$ cat config.mk
export PLATFORM = sky130hd
export DESIGN_NAME = art_timer_regs
export DESIGN_NICKNAME = d
export VERILOG_FILES = /design/src/include/art_pkg.sv /design/src/rtl/art_timer_regs.sv /design/src/rtl/art_cap_chan.sv /design/src/rtl/art_pwm_chan.sv
export SDC_FILE = /design/constraint.sdc
export NUM_CORES = 1
export LEC_CHECK = 0
export BUFFER_PORTS_ARGS = -buffer_cell sky130_fd_sc_hd__buf_2
export CAP_MARGIN = 10
export CORE_MARGIN = 3
export CORE_UTILIZATION = 53
export CTS_CLUSTER_DIAMETER = 120
export DETAILED_ROUTE_END_ITERATION = 7
export PLACE_DENSITY_LB_ADDON = 0.25
export SYNTH_ARGS = -nofsm -noshare
export SYNTH_HDL_FRONTEND = slang
export SYNTH_SLANG_ARGS = --single-unit
$ cat constraint.sdc
create_clock -name clk_i -period 11.7 [get_ports clk_i]
set_input_delay 0 -clock clk_i [delete_from_list [all_inputs] [get_ports clk_i]]
set_output_delay 0 -clock clk_i [all_outputs]
set_load 0.01 [all_outputs]
$ cat src/include/art_pkg.sv
// Register map, field layout and reset values of the auto-reload PWM timer
package art_pkg;
  localparam int unsigned ADDR_W = 8;
  localparam int unsigned DATA_W = 8;
  localparam int unsigned NUM_PWM = 4;
  localparam int unsigned NUM_CAP = 2;
  localparam logic [ADDR_W-1:0] ADDR_DUTY3 = 8'h31;
  localparam logic [ADDR_W-1:0] ADDR_DUTY2 = 8'h32;
  localparam logic [ADDR_W-1:0] ADDR_DUTY1 = 8'h33;
  localparam logic [ADDR_W-1:0] ADDR_DUTY0 = 8'h34;
  localparam logic [ADDR_W-1:0] ADDR_PWMCTL = 8'h35;
  localparam logic [ADDR_W-1:0] ADDR_TCS = 8'h36;
  localparam logic [ADDR_W-1:0] ADDR_CNT = 8'h37;
  localparam logic [ADDR_W-1:0] ADDR_RELOAD = 8'h38;
  localparam logic [ADDR_W-1:0] ADDR_CAPCS = 8'h39;
  localparam logic [ADDR_W-1:0] ADDR_CAP1 = 8'h3A;
  localparam logic [ADDR_W-1:0] ADDR_CAP2 = 8'h3B;
  localparam logic [ADDR_W-1:0] ADDR_IRQ_MASK = 8'h3C;
  localparam logic [ADDR_W-1:0] ADDR_IRQ_STAT = 8'h3D;
  localparam logic [DATA_W-1:0] REG_RESET = 8'h00;
  localparam logic [DATA_W-1:0] CNT_MAX = 8'hFF;
  localparam logic [DATA_W-1:0] CNT_ONE = 8'h01;
  // Capture control/status field positions
  localparam int unsigned CAP_EDGE_LSB = 4;
  localparam int unsigned CAP_IE_LSB = 2;
  localparam int unsigned CAP_FLAG_LSB = 0;
  // Timer control/status field positions
  localparam int unsigned TCS_EXTERNAL_CLOCK_SELECT = 7;
  localparam int unsigned TCS_PRE_LSB = 4;
  localparam int unsigned TCS_RUN = 3;
  localparam int unsigned TCS_FRL = 2;
  localparam int unsigned TCS_OIE = 1;
  localparam int unsigned TCS_OVF = 0;
  localparam int unsigned PWM_OE_LSB = 4;
  localparam int unsigned PRE_W = 7;
  // Interrupt status bits: ovf, cap1, cap2
  localparam int unsigned IRQ_W = 3;
  localparam logic [IRQ_W-1:0] IRQ_RESET = 3'h0;
endpackage : art_pkg

$ cat src/rtl/art_timer_regs.sv
// Auto-reload PWM timer: register file, counter, PWM and capture channels
// Overview of operation
// - Duty register places each PWM second edge
// - Four independent duty registers at 31h-34h
// - Capture control bits 7:6 read zero
// - Edge select: 0 falling, 1 rising
// - Per-channel capture interrupt enable bits
// - Flag set on capture, cleared by read
// - Capture register loads current counter value
// - All registers reset to zero
// - Timer registers at 35h through 3Bh
// - Further captures blocked until data read
// - Capture interrupt held while flag and enable
// - Counter counts up, reloads after FFh
//
// The plain strobed port was left to the implementer.
`timescale 1ns/1ps
module art_timer_regs #(
  parameter int unsigned NPWM = art_pkg::NUM_PWM,
  parameter int unsigned NCAP = art_pkg::NUM_CAP
) (
  // Clock and reset
  input wire logic clk_i,
  input wire logic rst_b_i,
  // Register port
  input wire logic [art_pkg::ADDR_W-1:0] addr_i,
  input wire logic [art_pkg::DATA_W-1:0] wdata_i,
  input wire logic wr_i,
  input wire logic rd_i,
  output logic [art_pkg::DATA_W-1:0] rdata_o,
  // Pins
  input wire logic ext_clk_i,
  input wire logic [NCAP-1:0] capture_input_pin_i,
  output logic [NPWM-1:0] pwm_o,
  output logic [NPWM-1:0] pwm_oe_o,
  // Interrupt
  output logic irq_o
);
  import art_pkg::*;

  logic rst_m_q, rst_s_q;
  always_ff @(posedge clk_i or negedge rst_b_i) begin
    if (!rst_b_i) begin
      rst_m_q <= 1'b0;
      rst_s_q <= 1'b0;
    end else begin
      rst_m_q <= 1'b1;
      rst_s_q <= rst_m_q;
    end
  end
  logic rst_b;
  assign rst_b = rst_s_q;

  logic [DATA_W-1:0] duty_value_q [NPWM];
  logic [DATA_W-1:0] pwm_output_ctrl_reg_q;
  logic [DATA_W-1:0] reload_value_reg_q;
  logic [DATA_W-1:0] count_q;
  logic [TCS_PRE_LSB+2:TCS_RUN] tcs_ctl_q; // prescale, run
  logic external_clock_select_q;
  logic overflow_irq_enable_q;
  logic overflow_flag_q;
  logic [NCAP-1:0] capture_edge_q;
  logic [NCAP-1:0] capture_irq_enable_q;
  logic [NCAP-1:0] capture_flag_ch;
  logic [NCAP-1:0] cap_set;
  logic [NCAP-1:0] cap_rd;
  logic [DATA_W-1:0] capture_value [NCAP];
  logic [IRQ_W-1:0] irq_stat_q;
  logic [IRQ_W-1:0] irq_mask_q;
  logic [PRE_W-1:0] pre_q;
  logic ext_s1_q, ext_s2_q, ext_s3_q;
  logic tick, wrap, force_reload;
  logic wr_duty, wr_cnt;
  localparam int unsigned DUTY_IDX_W = $clog2(NPWM);

  // Duty registers, channel 3 at the lowest address
  always_ff @(posedge clk_i or negedge rst_b) begin
    if (!rst_b) begin
      for (int i = 0; i < NPWM; i++) duty_value_q[i] <= REG_RESET;
    end else if (wr_duty) begin
      duty_value_q[DUTY_IDX_W'(ADDR_DUTY0 - addr_i)] <= wdata_i;
    end
  end
  assign wr_duty = wr_i && addr_i >= ADDR_DUTY3 && addr_i <= ADDR_DUTY0;

  always_ff @(posedge clk_i or negedge rst_b) begin
    if (!rst_b) begin
      pwm_output_ctrl_reg_q <= REG_RESET;
      reload_value_reg_q <= REG_RESET;
      tcs_ctl_q <= '0;
      external_clock_select_q <= 1'b0;
      overflow_irq_enable_q <= 1'b0;
      capture_edge_q <= '0;
      capture_irq_enable_q <= '0;
      irq_mask_q <= IRQ_RESET;
    end else if (wr_i) begin
      unique case (addr_i)
        ADDR_PWMCTL: pwm_output_ctrl_reg_q <= wdata_i;
        ADDR_RELOAD: reload_value_reg_q <= wdata_i;
        ADDR_TCS: begin
          external_clock_select_q <= wdata_i[TCS_EXTERNAL_CLOCK_SELECT];
          tcs_ctl_q <= wdata_i[TCS_PRE_LSB+2:TCS_RUN];
          overflow_irq_enable_q <= wdata_i[TCS_OIE];
        end
        ADDR_CAPCS: begin
          capture_edge_q <= wdata_i[CAP_EDGE_LSB +: NCAP];
          capture_irq_enable_q <= wdata_i[CAP_IE_LSB +: NCAP];
        end
        ADDR_IRQ_MASK: irq_mask_q <= wdata_i[IRQ_W-1:0];
        default: ;
      endcase
    end
  end

  // External clock edge counts as prescaler input
  always_ff @(posedge clk_i or negedge rst_b) begin
    if (!rst_b) begin
      ext_s1_q <= 1'b0;
      ext_s2_q <= 1'b0;
      ext_s3_q <= 1'b0;
    end else begin
      ext_s1_q <= ext_clk_i;
      ext_s2_q <= ext_s1_q;
      ext_s3_q <= ext_s2_q;
    end
  end

  logic in_tick;
  logic [PRE_W:0] pre_mask;
  assign in_tick = external_clock_select_q ? (ext_s2_q & ~ext_s3_q) : 1'b1;
  assign pre_mask = (PRE_W+1)'((1 << tcs_ctl_q[TCS_PRE_LSB+2:TCS_PRE_LSB]) - 1);
  assign force_reload = wr_i && addr_i == ADDR_TCS && wdata_i[TCS_FRL];
  assign wr_cnt = wr_i && addr_i == ADDR_CNT;
  assign tick = tcs_ctl_q[TCS_RUN] && in_tick &&
                ((pre_q & pre_mask[PRE_W-1:0]) == pre_mask[PRE_W-1:0]);
  assign wrap = tick && count_q == CNT_MAX;

  always_ff @(posedge clk_i or negedge rst_b) begin
    if (!rst_b) begin
      pre_q <= '0;
    end else if (force_reload || tick) begin
      pre_q <= '0;
    end else if (tcs_ctl_q[TCS_RUN] && in_tick) begin
      pre_q <= pre_q + PRE_W'(1);
    end
  end

  // Counter up, reload on wrap or forced reload
  always_ff @(posedge clk_i or negedge rst_b) begin
    if (!rst_b) begin
      count_q <= REG_RESET;
    end else if (force_reload || wrap) begin
      count_q <= reload_value_reg_q;
    end else if (wr_cnt) begin
      count_q <= wdata_i;
    end else if (tick) begin
      count_q <= count_q + CNT_ONE;
    end
  end

  logic ovf_rd;
  assign ovf_rd = rd_i && addr_i == ADDR_TCS;
  always_ff @(posedge clk_i or negedge rst_b) begin
    if (!rst_b) begin
      overflow_flag_q <= 1'b0;
    end else if (wrap) begin
      overflow_flag_q <= 1'b1;
    end else if (ovf_rd) begin
      overflow_flag_q <= 1'b0;
    end
  end

  for (genvar c = 0; c < NCAP; c++) begin : g_cap
    assign cap_rd[c] = rd_i && addr_i == ADDR_CAP1 + ADDR_W'(c);
    art_cap_chan u_cap (
      .clk_i(clk_i),
      .rst_b_i(rst_b),
      .rising_i(capture_edge_q[c]),
      .rd_i(cap_rd[c]),
      .count_i(count_q),
      .pin_i(capture_input_pin_i[c]),
      .flag_o(capture_flag_ch[c]),
      .set_o(cap_set[c]),
      .value_o(capture_value[c])
    );
  end

  for (genvar p = 0; p < NPWM; p++) begin : g_pwm
    art_pwm_chan u_pwm (
      .clk_i(clk_i),
      .rst_b_i(rst_b),
      .count_i(count_q),
      .duty_value_i(duty_value_q[p]),
      .pwm_polarity_i(pwm_output_ctrl_reg_q[p]),
      .enable_i(pwm_output_ctrl_reg_q[PWM_OE_LSB + p]),
      .pwm_o(pwm_o[p]),
      .pwm_oe_o(pwm_oe_o[p])
    );
  end

  // Sticky status, write one to clear, set wins
  logic [IRQ_W-1:0] ev, w1c;
  assign ev = {cap_set, wrap};
  assign w1c = (wr_i && addr_i == ADDR_IRQ_STAT) ? wdata_i[IRQ_W-1:0] : IRQ_RESET;
  always_ff @(posedge clk_i or negedge rst_b) begin
    if (!rst_b) begin
      irq_stat_q <= IRQ_RESET;
    end else begin
      irq_stat_q <= (irq_stat_q & ~w1c) | ev;
    end
  end

  // Interrupt: masked sticky bits, plus level capture and overflow requests
  always_ff @(posedge clk_i or negedge rst_b) begin
    if (!rst_b) begin
      irq_o <= 1'b0;
    end else begin
      irq_o <= |(irq_stat_q & irq_mask_q) ||
               |(capture_flag_ch & capture_irq_enable_q) ||
               (overflow_flag_q && overflow_irq_enable_q);
    end
  end

  // Read data, one cycle after strobe
  logic [DATA_W-1:0] rd_mux;
  always_comb begin
    rd_mux = REG_RESET;
    unique case (addr_i)
      ADDR_DUTY3, ADDR_DUTY2, ADDR_DUTY1, ADDR_DUTY0:
        rd_mux = duty_value_q[DUTY_IDX_W'(ADDR_DUTY0 - addr_i)];
      ADDR_PWMCTL: rd_mux = pwm_output_ctrl_reg_q;
      ADDR_TCS: rd_mux = {external_clock_select_q, tcs_ctl_q, 1'b0,
                          overflow_irq_enable_q, overflow_flag_q};
      ADDR_CNT: rd_mux = count_q;
      ADDR_RELOAD: rd_mux = reload_value_reg_q;
      ADDR_CAPCS: rd_mux = {2'b00, capture_edge_q, capture_irq_enable_q,
                            capture_flag_ch};
      ADDR_CAP1: rd_mux = capture_value[0];
      ADDR_CAP2: rd_mux = capture_value[1];
      ADDR_IRQ_MASK: rd_mux = {{(DATA_W-IRQ_W){1'b0}}, irq_mask_q};
      ADDR_IRQ_STAT: rd_mux = {{(DATA_W-IRQ_W){1'b0}}, irq_stat_q};
      default: rd_mux = REG_RESET;
    endcase
  end
  always_ff @(posedge clk_i or negedge rst_b) begin
    if (!rst_b) begin
      rdata_o <= REG_RESET;
    end else begin
      rdata_o <= rd_i ? rd_mux : REG_RESET;
    end
  end

  a_reload_wrap: assert property (@(posedge clk_i) disable iff (!rst_b)
    wrap && !wr_cnt |=> count_q == $past(reload_value_reg_q))
    else $error("counter did not reload");
  a_count_step: assert property (@(posedge clk_i) disable iff (!rst_b)
    tick && !wrap && !force_reload && !wr_cnt |=> count_q == $past(count_q) + CNT_ONE)
    else $error("counter did not step");
  a_cap_load: assert property (@(posedge clk_i) disable iff (!rst_b)
    cap_set[0] |=> capture_value[0] == $past(count_q) && capture_flag_ch[0])
    else $error("capture value wrong");
  a_cap2_load: assert property (@(posedge clk_i) disable iff (!rst_b)
    cap_set[1] |=> capture_value[1] == $past(count_q) && capture_flag_ch[1])
    else $error("second capture value wrong");
  a_flag_clear: assert property (@(posedge clk_i) disable iff (!rst_b)
    cap_rd[1] && !cap_set[1] |=> !capture_flag_ch[1])
    else $error("flag not cleared by read");
  a_irq_level: assert property (@(posedge clk_i) disable iff (!rst_b)
    (capture_flag_ch[0] && capture_irq_enable_q[0]) |=> irq_o)
    else $error("capture interrupt missing");
  a_irq_ch2: assert property (@(posedge clk_i) disable iff (!rst_b)
    (capture_flag_ch[1] && capture_irq_enable_q[1]) |=> irq_o)
    else $error("second capture interrupt missing");
  a_capcs_rsvd: assert property (@(posedge clk_i) disable iff (!rst_b)
    rd_i && addr_i == ADDR_CAPCS |=> rdata_o[7:6] == 2'b00)
    else $error("reserved bits nonzero");
  a_edge_bits: assert property (@(posedge clk_i) disable iff (!rst_b)
    wr_i && addr_i == ADDR_CAPCS |=> capture_edge_q == $past(wdata_i[5:4]) &&
    capture_irq_enable_q == $past(wdata_i[3:2]))
    else $error("capture control layout wrong");
  a_duty_write: assert property (@(posedge clk_i) disable iff (!rst_b)
    wr_i && addr_i == ADDR_DUTY3 |=> duty_value_q[3] == $past(wdata_i))
    else $error("duty register write lost");
  a_pwm_oe: assert property (@(posedge clk_i) disable iff (!rst_b)
    !pwm_output_ctrl_reg_q[PWM_OE_LSB] |=> !pwm_oe_o[0] && !pwm_o[0])
    else $error("pwm driven while disabled");
  a_pwm_level: assert property (@(posedge clk_i) disable iff (!rst_b)
    pwm_output_ctrl_reg_q[PWM_OE_LSB] |=>
    pwm_o[0] == (($past(count_q) <= $past(duty_value_q[0])) ^ $past(pwm_output_ctrl_reg_q[0])))
    else $error("pwm level wrong");
  a_ovf_set: assert property (@(posedge clk_i) disable iff (!rst_b)
    wrap |=> overflow_flag_q)
    else $error("overflow flag not set");
  a_ovf_clear: assert property (@(posedge clk_i) disable iff (!rst_b)
    ovf_rd && !wrap |=> !overflow_flag_q)
    else $error("overflow flag not cleared by read");
  a_read_idle: assert property (@(posedge clk_i) disable iff (!rst_b)
    !rd_i |=> rdata_o == REG_RESET)
    else $error("read data outside read cycle");
  c_capture: cover property (@(posedge clk_i) disable iff (!rst_b) cap_set[0]);
  c_cap2: cover property (@(posedge clk_i) disable iff (!rst_b) cap_set[1]);
  c_wrap: cover property (@(posedge clk_i) disable iff (!rst_b) wrap);
  c_irq: cover property (@(posedge clk_i) disable iff (!rst_b) $rose(irq_o));
  c_pwm_inverted: cover property (@(posedge clk_i) disable iff (!rst_b)
    pwm_oe_o[1] && pwm_o[1] && pwm_output_ctrl_reg_q[1]);
endmodule : art_timer_regs

$ cat src/rtl/art_cap_chan.sv
// One input capture channel: edge detect, latch, flag
`timescale 1ns/1ps
module art_cap_chan (
  // Clock and reset
  input wire logic clk_i,
  input wire logic rst_b_i,
  // Control
  input wire logic rising_i,
  input wire logic rd_i,
  input wire logic [art_pkg::DATA_W-1:0] count_i,
  // Pin
  input wire logic pin_i,
  // Results
  output logic flag_o,
  output logic set_o,
  output logic [art_pkg::DATA_W-1:0] value_o
);
  import art_pkg::*;
  logic s1_q, s2_q, s3_q;
  logic edge_hit;
  always_ff @(posedge clk_i or negedge rst_b_i) begin
    if (!rst_b_i) begin
      s1_q <= 1'b0;
      s2_q <= 1'b0;
      s3_q <= 1'b0;
    end else begin
      s1_q <= pin_i;
      s2_q <= s1_q;
      s3_q <= s2_q;
    end
  end
  // Edge polarity from the edge-select bit
  assign edge_hit = rising_i ? (s2_q & ~s3_q) : (~s2_q & s3_q);
  assign set_o = edge_hit & ~flag_o;
  // Latch counter only while flag clear
  always_ff @(posedge clk_i or negedge rst_b_i) begin
    if (!rst_b_i) begin
      value_o <= REG_RESET;
    end else if (set_o) begin
      value_o <= count_i;
    end
  end
  // Set wins over read clear
  always_ff @(posedge clk_i or negedge rst_b_i) begin
    if (!rst_b_i) begin
      flag_o <= 1'b0;
    end else if (set_o) begin
      flag_o <= 1'b1;
    end else if (rd_i) begin
      flag_o <= 1'b0;
    end
  end
  a_flag_blocks: assert property (@(posedge clk_i) disable iff (!rst_b_i)
    flag_o && !rd_i |=> flag_o && $stable(value_o))
    else $error("capture changed while flag set");
endmodule : art_cap_chan

$ cat src/rtl/art_pwm_chan.sv
// One PWM output channel: compare against duty, polarity, enable
`timescale 1ns/1ps
module art_pwm_chan (
  // Clock and reset
  input wire logic clk_i,
  input wire logic rst_b_i,
  // Control
  input wire logic [art_pkg::DATA_W-1:0] count_i,
  input wire logic [art_pkg::DATA_W-1:0] duty_value_i,
  input wire logic pwm_polarity_i,
  input wire logic enable_i,
  // Pin
  output logic pwm_o,
  output logic pwm_oe_o
);
  import art_pkg::*;
  logic level;
  // High while counter at or below duty, low after; polarity inverts
  assign level = (count_i <= duty_value_i) ^ pwm_polarity_i;
  always_ff @(posedge clk_i or negedge rst_b_i) begin
    if (!rst_b_i) begin
      pwm_o <= 1'b0;
      pwm_oe_o <= 1'b0;
    end else begin
      pwm_o <= level & enable_i;
      pwm_oe_o <= enable_i;
    end
  end
endmodule : art_pwm_chan

==> impl_results.md <==
- Status: completed
- Critical path data arrival time: between 2000 and 3000 ps
- Dpl cell area: between 0.006 and 0.007 mm^2
- FFs w/ async S/R, synth: between 90% and 100%
- Unrepaired setup endpoints after global routing: no
- Final-report max-slew violation count: 0
- Hold/Removal Path Class: in -> reg
- Tightest Pin Transition: 1120 ps
- Synth area leaders: dfrtp_1, mux2_2, ha_1, a21oi_1, mux4_2
- Period utilisation layout: between 20 and 25%
- CP Max Fanout: 11
- Antenna violations before repair: 0
- Max stage delay cell, worst path: a21boi_1
- DIE AREA: approximately 0.014 mm^2
- Vias per std cell: about 6
- Overflow after GRT: 0
- Rel. slew slack: between 20% and 30%
- Post-route DRC: 0
- Clock Sinks: 126
- Die X: approximately 120 um
- Final setup viols: 0
- P_leak: 3.57 nW
- Synth area leader: dfrtp_1
- Final Power: about 1.5 mW
- Iter 0 DRT Violations: 488
- Antenna diodes: 0
- WP data required: 12000 ps
- CTS H-Tree Depth: 4
- Final WL: 16.8 mm
- Post-synthesis cell count: around 610
- Dpl hpwl: between 10 and 15 mm
- Setup crit end kind: flop
- Core Region: approximately 0.012 mm^2
- Final nets: 706
- Crit path cell chain: ha_1 > nand3_1 > nor3_2 > a21boi_1 > mux2_4 > mux2_4
- I/O pin cnt: 40
- Tmin final: about 2600 ps
- #FFs+latches synth: about 130
- Worst skew pair latency: between 400 and 500 ps
- Largest net degree at the start of global routing: roughly 70
- Worst path max stage delay: 750 ps
- Vias in the first global route: roughly 5.1k
- Clock Skew: 5.09 ps
- CTS buffer count: 17
- Vias: roughly 5.0k
- TritonCTS clock tree: done
- TNS Setup: 0 ps
- Root buffer selected by CTS: clkbuf_16
- Top FF cell, synth: dfrtp_1
- Syn Area/Cell: 11.1 um^2
- Cell Rows: 40
- Deepest clock path buffer count: 2
- Setup repair bufs after CTS: 0
- Syn Nets: approximately 670
- Number of synthesized flops with an enable pin: 0
- DR WL met3: around 1.1 mm
- Max-Cap Viols: 0
- DRT Pass-1 Iters: 7
- Synth cell types: between 50 and 60
- Final GP Congestion: between 0.9 and 1
- Layout cells sized above 1: between 20% and 30%
- M1 wire length: 7.34 mm
- Maximum vdd ir drop: between 0.1 and 0.15 mV
- Final Hold Viols: 0
- F_max: about 400 MHz
- Worst path most repeated cell: mux2_4
- Startpoint types: flop
- # port buffers: 39
- Synthesized area: just under 0.007 mm^2
- PwrDens: 186 mW/mm^2
- Die Y: approximately 120 um
- Syn-to-layout area delta: 16.1%
- Post-layout util: between 60% and 70%
- WL met2: slightly below 8 mm
- Top sig layer: met4
- Clock transition at the registers of the reported paths: around 50 ps
- Routed wire length per instance: 20.4 um
- Synth top area share: 46.8%
- Synth warnings: 0
- Worst Setup Path Type: reg -> reg
- Design area: 0.00782 mm^2
- WHS: approximately 12 ps
- GR Util All Layers: about 25%
- Cts repair resizes: 0
- Sequential element share of the synthesized area: between 40% and 50%
- Routed Antenna Nets: 0
- Starting Density: 55.1%
- First-pass GRT wire length: between 20 and 30 mm
repair_timing:
action / CTS / global route
endpoints found under the hold margin: 27 / 0
hold buffers: 12 / 0
endpoints found under the setup margin: 0 / 0
logic make-up after synthesis:
logic type      share of synthesized area (%)
mux                                      17.8
fa+ha+maj                                7.06
simple gates                             11.4
flops                                    46.8
xor+xnor                                 1.82
compound gates                           10.3
other cells                            0.0557
buf+inv                                  4.70
cells in the mapped netlist (14+ instances only):
library cell,number
a21oi_1,38
a22oi_1,21
clkbuf_1,14
dfrtp_1,126
ha_1,38
inv_1,36
mux2_2,77
nand2_1,42
nand2b_1,16
nand3_1,18
nor2_1,40
critical path, delay by kind of cell (launching register included):
kind            cells  cell delay (ps)
fa+ha+maj           1              300
compound gates      1              750
flops               1              540
mux                 2              620
simple gates        2              230
routing by layer:
| layer | up-vias | track usage (%) |
|---|---|---|
| met4 | 0 | 11.9 |
| met3 | 48 | 6.70 |
| met1 | 2448 | 32.5 |
| met5 | - | 0 |
| li1 | 2240 | - |
| met2 | 219 | 39.1 |
metrics by stage:
| stage | std cells | setup slack [ps] |
|---|---|---|
| floorplan | 607 | 7930 |
| global placement | 782 | 9220 |
| detailed placement | 782 | 9140 |
| CTS | 826 | 9150 |
| global route | 826 | 9010 |
| finish | 826 | 9130 |
area by class of cell:
class,count,area (um^2)
Timing Repair Buffer,52,323
Clock buffer,21,470
Tap cell,168,210
Clock inverter,11,258
Inverter,36,135
Sequential cell,126,3160
Fill cell,1008,4390
Multi-Input combinational cell,412,3260
final timing paths:
kind                                               start                           endpoint  slack [ps]  depth (start not counted)
max                               count_q[1]$_DFFE_PN0P_             count_q[1]$_DFFE_PN0P_        9130                          6
max in group asynchronous                rst_b$_DFF_PN0_               rdata_o[0]$_DFF_PN0_        9990                          1
max reg2reg                       count_q[1]$_DFFE_PN0P_             count_q[1]$_DFFE_PN0P_        9130                          6
min in group asynchronous                        rst_b_i                    rst_b$_DFF_PN0_         420                          3
min reg2reg                g_cap[0].u_cap.s1_q$_DFF_PN0_      g_cap[0].u_cap.s2_q$_DFF_PN0_         340                          0
min                                           wdata_i[3]  reload_value_reg_q[3]$_DFFE_PN0P_          10                          2
cell usage in the layout (no fill, tap or decap), drive strengths merged, types with 6 or more instances in the layout:
| master | n |
|---|---|
| a21o | 10 |
| a21oi | 38 |
| nand2b | 16 |
| dfrtp | 126 |
| nand4 | 7 |
| and2 | 7 |
| xnor2 | 9 |
| o22ai | 7 |
| nand3 | 19 |
| o21ai | 11 |
| buf | 40 |
| dlygate4sd3 | 12 |
| a22oi | 21 |
| mux2 | 81 |
| clkbuf | 21 |
| nor2 | 40 |
| mux4 | 8 |
| bufinv | 8 |
| ha | 38 |
| inv | 36 |
| mux2i | 10 |
| nor2b | 6 |
| nand2 | 42 |
power by group:
part	total, mW	switching, mW	internal, mW
clock	0.643	0.185	0.458
sequential	0.550	0.0696	0.481
combinational	0.260	0.129	0.131
total	1.45	0.383	1.07
registers in the layout (all words and copies together) (netlist names), 3 cells and up:
register and cells:
count_q 8, pre_q 7, reload_value_reg_q 8, g_pwm.u_pwm.pwm_oe_o 4
irq_mask_q 3, g_pwm.u_pwm.pwm_o 4, duty_value_q 32, g_cap.u_cap.value_o 16
rdata_o 8, pwm_output_ctrl_reg_q 8, irq_stat_q 3, tcs_ctl_q 4
Power figures use the tool's default switching activity.
